<file path="config.mk">
export PLATFORM = sky130hd
export DESIGN_NAME = cbt_term_ctrl
export DESIGN_NICKNAME = d
export VERILOG_FILES = /design/src/cbt_pkg.sv /design/src/cbt_term_ctrl.sv /design/src/cbt_sync2.sv
export VERILOG_INCLUDE_DIRS = /design/src
export SDC_FILE = /design/constraint.sdc
export NUM_CORES = 1
export LEC_CHECK = 0
export BUFFER_PORTS_ARGS = -buffer_cell sky130_fd_sc_hd__buf_2
export CAP_MARGIN = 20
export CORE_MARGIN = 2
export CORE_UTILIZATION = 30
export CTS_CLUSTER_DIAMETER = 80
export DETAILED_ROUTE_END_ITERATION = 10
export HOLD_SLACK_MARGIN = 0.06
export SKIP_CTS_REPAIR_TIMING = 1
export SLEW_MARGIN = 0
export SYNTH_ARGS = -nofsm -noshare
export SYNTH_HDL_FRONTEND = slang
export SYNTH_HIERARCHICAL = 1
export SYNTH_SLANG_ARGS = --single-unit
export TNS_END_PERCENT = 50
</file>
<file path="constraint.sdc">
create_clock -name i_ref_clk -period 2 [get_ports i_ref_clk]
set_input_delay 0.4 -clock i_ref_clk [delete_from_list [all_inputs] [get_ports i_ref_clk]]
set_output_delay 0.4 -clock i_ref_clk [all_outputs]
set_load 0.03 [all_outputs]
</file>
<file path="src/cbt_params.svh">
`ifndef CBT_PARAMS_SVH
`define CBT_PARAMS_SVH

// ==========================================================
// mode register reset values
`define CBT_VALUE_REG_RST 8'h00
`define CBT_CTRL_REG_RST 8'h00

// ==========================================================
// field positions
`define CBT_VALUE_MSB 6
`define CBT_VALUE_LSB 4
`define CBT_CK_ENABLE_BIT 3
`define CBT_CS_ENABLE_BIT 4
`define CBT_CA_DISABLE_BIT 5

// ==========================================================
// decoded termination resistance in ohms
`define CBT_OHM_NONE 8'h00
`define CBT_OHM_240 8'hF0
`define CBT_OHM_120 8'h78
`define CBT_OHM_80 8'h50
`define CBT_OHM_60 8'h3C
`define CBT_OHM_48 8'h30
`define CBT_OHM_40 8'h28

// ==========================================================
// pad capture settle count: two synchroniser stages, then one
// capture edge, since the stages come out of reset at zero
`define CBT_PAD_SETTLE 2'h3
`define CBT_PAD_STEP 2'h1
`define CBT_PAD_ZERO 2'h0

`endif

</file>
<file path="src/cbt_pkg.sv">
package cbt_pkg;

    // ======================================================
    // device variant
    typedef enum logic [0:0] {
        CBT_LP4 = 1'b0,
        CBT_LP4X = 1'b1
    } cbt_variant_e;

    // ======================================================
    // termination value field codes
    typedef enum logic [2:0] {
        CBT_RTT_OFF = 3'h0,
        CBT_RTT_240 = 3'h1,
        CBT_RTT_120 = 3'h2,
        CBT_RTT_80 = 3'h3,
        CBT_RTT_60 = 3'h4,
        CBT_RTT_48 = 3'h5,
        CBT_RTT_40 = 3'h6,
        CBT_RTT_RSV = 3'h7
    } cbt_rtt_code_e;

endpackage

</file>
<file path="src/cbt_term_ctrl.sv">
// How it works
// - three-bit value field selects termination, reset off
// - terminate only clock, chip select, six CA
// - LPDDR4 keeps termination through power-down states
// - LPDDR4 pad low: never terminate CA
// - LPDDR4 pad low: CK, CS follow enables
// - LPDDR4 pad high: CK, CS on; CA unless disabled
// - bond pad state unchanged entering power-down
// - LPDDR4X decides from mode registers only
// - LPDDR4X: three active-high per-line disable bits
// - pull-up point change needs recalibration
// - codes 001..110 decode to 240..40 ohms
`timescale 1ns/10ps
`default_nettype none

`include "cbt_params.svh"

module cbt_term_ctrl
    import cbt_pkg::*;
#(
    parameter int CA_LINES = 6
) (
    input wire logic i_ref_clk,
    input wire logic i_sys_rst,
    input wire logic i_clk_en,
    input wire logic i_lp4x_variant,
    input wire logic i_multirank_term_bond_pad,
    input wire logic i_power_down,
    input wire logic i_value_reg_wr,
    input wire logic [7:0] i_value_reg_data,
    input wire logic i_ctrl_reg_wr,
    input wire logic [7:0] i_ctrl_reg_data,
    input wire logic i_pu_cal_high,
    input wire logic i_zq_cal_done,
    output logic [CA_LINES-1:0] o_ca_term_en,
    output logic o_ck_term_en,
    output logic o_cs_term_en,
    output logic [7:0] o_term_rtt_ohms,
    output logic o_forbidden_combination,
    output logic o_recal_required,
    output logic [7:0] o_term_value_mode_reg,
    output logic [7:0] o_term_control_mode_reg
);

    // ======================================================
    // bond pad synchronise and capture
    logic pad_sync;
    logic pad_held;
    logic [1:0] pad_settle;
    logic next_pad_held;
    logic [1:0] next_pad_settle;

    cbt_sync2 #(
        .WIDTH(1)
    ) u_pad_sync (
        .i_ref_clk(i_ref_clk),
        .i_sys_rst(i_sys_rst),
        .i_clk_en(i_clk_en),
        .i_async(i_multirank_term_bond_pad),
        .o_sync(pad_sync)
    );

    // pad is a static strap: caught once after reset release,
    // so no power state can ever disturb it
    always_comb begin
        next_pad_held = pad_held;
        next_pad_settle = pad_settle;
        if (i_clk_en && pad_settle != `CBT_PAD_SETTLE) begin
            next_pad_settle = pad_settle + `CBT_PAD_STEP;
            next_pad_held = pad_sync;
        end
    end

    always_ff @(posedge i_ref_clk or posedge i_sys_rst) begin
        if (i_sys_rst) begin
            pad_held <= 1'b0;
            pad_settle <= `CBT_PAD_ZERO;
        end else begin
            pad_held <= next_pad_held;
            pad_settle <= next_pad_settle;
        end
    end

    // ======================================================
    // mode registers
    logic [7:0] next_value_reg;
    logic [7:0] next_ctrl_reg;

    // writes land in one cycle; decode below follows next value
    always_comb begin
        next_value_reg = o_term_value_mode_reg;
        next_ctrl_reg = o_term_control_mode_reg;
        if (i_clk_en && i_value_reg_wr) begin
            next_value_reg = i_value_reg_data;
        end
        if (i_clk_en && i_ctrl_reg_wr) begin
            next_ctrl_reg = i_ctrl_reg_data;
        end
    end

    always_ff @(posedge i_ref_clk or posedge i_sys_rst) begin
        if (i_sys_rst) begin
            o_term_value_mode_reg <= `CBT_VALUE_REG_RST;
            o_term_control_mode_reg <= `CBT_CTRL_REG_RST;
        end else begin
            o_term_value_mode_reg <= next_value_reg;
            o_term_control_mode_reg <= next_ctrl_reg;
        end
    end

    // ======================================================
    // termination decode
    cbt_rtt_code_e code;
    cbt_variant_e variant;
    logic value_on;
    logic ca_disable_bit;
    logic ck_bit;
    logic cs_bit;
    logic ca_on;
    logic next_ck_term;
    logic next_cs_term;
    logic [CA_LINES-1:0] next_ca_term;
    logic [7:0] next_rtt_ohms;
    logic next_forbidden;

    // i_power_down is deliberately not an input to this decode
    always_comb begin
        code = cbt_rtt_code_e'(
            next_value_reg[`CBT_VALUE_MSB:`CBT_VALUE_LSB]);
        variant = cbt_variant_e'(i_lp4x_variant);
        ca_disable_bit = next_ctrl_reg[`CBT_CA_DISABLE_BIT];
        ck_bit = next_ctrl_reg[`CBT_CK_ENABLE_BIT];
        cs_bit = next_ctrl_reg[`CBT_CS_ENABLE_BIT];
        value_on = 1'b0;
        next_rtt_ohms = `CBT_OHM_NONE;
        unique case (code)
            CBT_RTT_OFF: next_rtt_ohms = `CBT_OHM_NONE;
            CBT_RTT_240: next_rtt_ohms = `CBT_OHM_240;
            CBT_RTT_120: next_rtt_ohms = `CBT_OHM_120;
            CBT_RTT_80: next_rtt_ohms = `CBT_OHM_80;
            CBT_RTT_60: next_rtt_ohms = `CBT_OHM_60;
            CBT_RTT_48: next_rtt_ohms = `CBT_OHM_48;
            CBT_RTT_40: next_rtt_ohms = `CBT_OHM_40;
            CBT_RTT_RSV: next_rtt_ohms = `CBT_OHM_NONE;
        endcase
        value_on = (next_rtt_ohms != `CBT_OHM_NONE);
        ca_on = 1'b0;
        next_ck_term = 1'b0;
        next_cs_term = 1'b0;
        if (!value_on) begin
            ca_on = 1'b0;
            next_ck_term = 1'b0;
            next_cs_term = 1'b0;
        end else if (variant == CBT_LP4X) begin
            // enable bits read as disables in this variant
            ca_on = !ca_disable_bit;
            next_ck_term = !ck_bit;
            next_cs_term = !cs_bit;
        end else if (!pad_held) begin
            ca_on = 1'b0;
            next_ck_term = ck_bit;
            next_cs_term = cs_bit;
        end else begin
            ca_on = !ca_disable_bit;
            next_ck_term = 1'b1;
            next_cs_term = 1'b1;
        end
        next_ca_term = {CA_LINES{ca_on}};
        // high pull-up point pairs only with some values
        next_forbidden = 1'b0;
        if (value_on && i_pu_cal_high) begin
            if (variant == CBT_LP4X) begin
                next_forbidden = !(code == CBT_RTT_120 ||
                    code == CBT_RTT_60);
            end else begin
                next_forbidden = (code == CBT_RTT_60 ||
                    code == CBT_RTT_48 || code == CBT_RTT_40);
            end
        end
        if (!i_clk_en) begin
            next_ca_term = o_ca_term_en;
            next_ck_term = o_ck_term_en;
            next_cs_term = o_cs_term_en;
            next_rtt_ohms = o_term_rtt_ohms;
            next_forbidden = o_forbidden_combination;
        end
    end

    // termination stays on through power-down and self-refresh
    always_ff @(posedge i_ref_clk or posedge i_sys_rst) begin
        if (i_sys_rst) begin
            o_ca_term_en <= '0;
            o_ck_term_en <= 1'b0;
            o_cs_term_en <= 1'b0;
            o_term_rtt_ohms <= `CBT_OHM_NONE;
            o_forbidden_combination <= 1'b0;
        end else begin
            o_ca_term_en <= next_ca_term;
            o_ck_term_en <= next_ck_term;
            o_cs_term_en <= next_cs_term;
            o_term_rtt_ohms <= next_rtt_ohms;
            o_forbidden_combination <= next_forbidden;
        end
    end

    // ======================================================
    // recalibration tracking
    logic cal_point;
    logic next_cal_point;
    logic next_recal;

    // value changes never need recal; only the pull-up point.
    // a cal done in the same cycle as a point change wins
    always_comb begin
        next_cal_point = cal_point;
        next_recal = o_recal_required;
        if (i_clk_en) begin
            if (i_zq_cal_done) begin
                next_cal_point = i_pu_cal_high;
            end
            next_recal = (i_pu_cal_high != next_cal_point);
        end
    end

    always_ff @(posedge i_ref_clk or posedge i_sys_rst) begin
        if (i_sys_rst) begin
            cal_point <= 1'b0;
            o_recal_required <= 1'b0;
        end else begin
            cal_point <= next_cal_point;
            o_recal_required <= next_recal;
        end
    end

endmodule // cbt_term_ctrl

`default_nettype wire

</file>
<file path="src/cbt_sync2.sv">
`timescale 1ns/10ps
`default_nettype none

// ==========================================================
// two-flop synchroniser for pin inputs
module cbt_sync2 #(
    parameter int WIDTH = 1
) (
    input wire logic i_ref_clk,
    input wire logic i_sys_rst,
    input wire logic i_clk_en,
    input wire logic [WIDTH-1:0] i_async,
    output logic [WIDTH-1:0] o_sync
);

    logic [WIDTH-1:0] meta;
    logic [WIDTH-1:0] next_meta;
    logic [WIDTH-1:0] next_sync;

    // first stage is read only by the second stage
    always_comb begin
        next_meta = i_clk_en ? i_async : meta;
        next_sync = i_clk_en ? meta : o_sync;
    end

    always_ff @(posedge i_ref_clk or posedge i_sys_rst) begin
        if (i_sys_rst) begin
            meta <= '0;
            o_sync <= '0;
        end else begin
            meta <= next_meta;
            o_sync <= next_sync;
        end
    end

endmodule // cbt_sync2

`default_nettype wire

</file>
==> flow_summary.ini <==
[outcome]
run_status = completed

[job]
maxCapViolCount = 0

[critical_path]
critical_path.max_stage_delay_ns = 0.37
critical_path_cell_sequence = mux2i_1 -> buf_4 -> ha_1 -> buf_4 -> a211oi_1 -> o21ai_2 -> a41o_1
worstSetupEndpointType = flop
critical_path_arrival_ns = 1.95
critical_path.most_common_cell = buf_4
timing.setup.critical_path_class = flop to flop
required_ns = 2.17
cp-start-kind = flop
slowest_stage = dfrtp_1
crit_fanout = 5

[clock_tree]
cts.clk_slew.worst_paths_ns = 0.06
worst_skew_pair.late_latency_ns = 0.29
cts-htree-levels = 2
ctsRootBufferMaster = clkbuf_8
tritoncts_num_sinks = 33
clock_tree_from_tritoncts = built
tritoncts.num_buffers = 5
cts_max_path_buffers = 2

[detailed_routing]
drt_drc_violations_left = 0
drt_iter0_drc = 29
vias = 1143
wl_final_um = 3160
met1_length_um = 1490
antenna_left = 0
avgViaCountPerCell = 4.36
wl_met2_um = 1440
avgRoutedWirePerCell_um = 12.1
topRoutingLayerUsed = met4
route.met3.wl_um = 182
drt_first_pass_iters = 4

[timing]
fin_hold_ws_ns = 0.303
setup_viol = 0
rsz0062_at_grt = no
timing.final.crit_share_pct = 88.8
timing.clock.skew_ns = 0.00648
max_freq_ghz = 0.563
setup_tns_ns = 0
timing_max_transition_violations_final = 0
final_hold_viol_count = 0
finalCriticalPeriod_ns = 1.78

[floorplanning]
core_region_area_mm2 = 0.00504
floorplan.io_pins = 60
die_y_um = 76
placementRows = 26
initial_utilization_pct = 30.8
die_area_mm2 = 0.00578
horizontal_die_dimension_um = 76

[global_route]
globalRoute.totalOverflow = 0
grt_max_degree = 27
grt_first_pass_wirelength_um = 5540
gr-usage-all-layers_pct = 11.9
antenna_found_initial = 0
grt_pass1_vias = 1180

[placed_design]
hpwl_um = 2390
final_gp_congestion = 0.715
port_buffers = 56

[synthesis]
synth.lib_cells_used.distinct = 42
synth_top_area_cell = dfrtp_1
synth_seq_area_share_pct = 53.1
synth_adder_area_share_pct = 3.22
ys_top_cells_by_area = dfrtp_1, mux2_2, mux2_1
synth_top_flop_cell = dfrtp_1
main_combinational_cell_family_by_area_after_synthesis = multiplexers
synth_compound_area_share_pct = 9.57
synth-xor-area-share_pct = 1.13
synth-warning-count = 6
post_synthesis_average_cell_area_um2 = 12.4
netlist_area_mm2 = 0.00156
synth_top_area_share_pct = 53.1
simple_gate_portion_of_the_synthesized_area_pct = 8.29
proportion_of_synthesized_area_in_mux_cells_pct = 17.9
edff_count_synth = 0
syn_inst = 125
ys_ff_latch = 33
synth_async_sr_flop_share_pct = 100

[layout]
mostFrequentLayoutCells = buf_2, dfrtp_1, buf_4
antenna-diode-count = 0
synthToLayoutAreaGrowth_pct = 32.7
nets_final = 221
final_core_utilization_pct = 40.9
post_route_cells_drive_above_1_share_pct = 49.0
final_common_cell = buf_2

[power_and_ir_drop]
leakagePower_nw = 1.04
power.ir.vdd_worst_mv = 0.556
pwr_density_cell_mw_per_mm2 = 1090

[worst_hold_path]
holdCritPathClass = input pin to flop
[metrics by stage]
step           area (um2)  setup WS, ns  std cells  power (mW)
3_3_place_gp         1940        0.0122        253        1.61
2_1_floorplan        1560         0.119        126        1.41
3_5_place_dp         1940       0.00400        253        1.61
5_1_grt              2060         0.132        262        2.38
6_report             2060         0.225        262        2.24
4_1_cts              2050         0.240        261        2.27
[area by class of cell]
| type | instances | area (um2) |
|---|---|---|
| Timing Repair Buffer | 68 | 373 |
| Fill cell | 487 | 2980 |
| Clock inverter | 1 | 30.0 |
| Inverter | 8 | 30.0 |
| Tap cell | 70 | 87.6 |
| Clock buffer | 7 | 86.3 |
| Sequential cell | 33 | 826 |
| Multi-Input combinational cell | 75 | 631 |
[report_power, final]
part           internal, mW  leakage (nW)  switching (mW)  total (mW)
clock network         0.406        0.0585           0.242       0.648
registers             0.798         0.393          0.0770       0.875
logic                 0.276         0.589           0.446       0.721
total                  1.48          1.04           0.765        2.24
[worst max-delay path: cells and delay by family (launching register included)]
family,cells,cell delay [ns]
DFF,1,0.37
muxes,1,0.08
buffers and inverters,2,0.29
AOI/OAI and AO/OA,3,0.72
adders and majority gates,1,0.20
[cell usage after synthesis (2+ instances only)]
master,number
dfrtp_1,33
mux2_2,10
buf_4,7
mux2_1,7
nand2_1,7
inv_1,6
nor2_1,5
ha_1,4
nor2b_1,4
a21oi_1,3
nand3_1,3
a22o_1,2
inv_2,2
mux2_4,2
mux2i_1,2
o211a_1,2
[cells by family (layout without fill, tap and decap cells)]
| family | Yosys count | in the layout |
|---|---|---|
| DFF | 33 | 33 |
| and+or+nand+nor | 25 | 25 |
| muxes | 23 | 23 |
| AOI/OAI and AO/OA | 19 | 19 |
| buffers and inverters | 18 | 84 |
| adders and majority gates | 4 | 4 |
| xor gates and xnor gates | 2 | 2 |
| other | 1 | 2 |
[layer usage]
| layer | GRT usage (%) | up-vias |
|---|---|---|
| met5 | 0 | - |
| met4 | 4.91 | 0 |
| met3 | 2.61 | 7 |
| met2 | 19.2 | 41 |
| met1 | 15.5 | 536 |
| li1 | - | 559 |
[worst paths after layout]
check / from / depth (start not counted) / slack [ns] / to
max: o_term_value_mode_reg[4] / 7 / 0.22 / o_forbidden_combination
min: i_zq_cal_done / 2 / 0.30 / o_recal_required
max reg2reg: o_term_value_mode_reg[4] / 7 / 0.22 / o_forbidden_combination
min reg2reg: pad_settle[0] / 1 / 0.48 / pad_settle[0]
max in group asynchronous: i_sys_rst / 4 / 0.85 / o_term_value_mode_reg[6]
min in group asynchronous: i_sys_rst / 3 / 0.50 / u_pad_sync/o_sync
(Power assumes the default switching activity.)
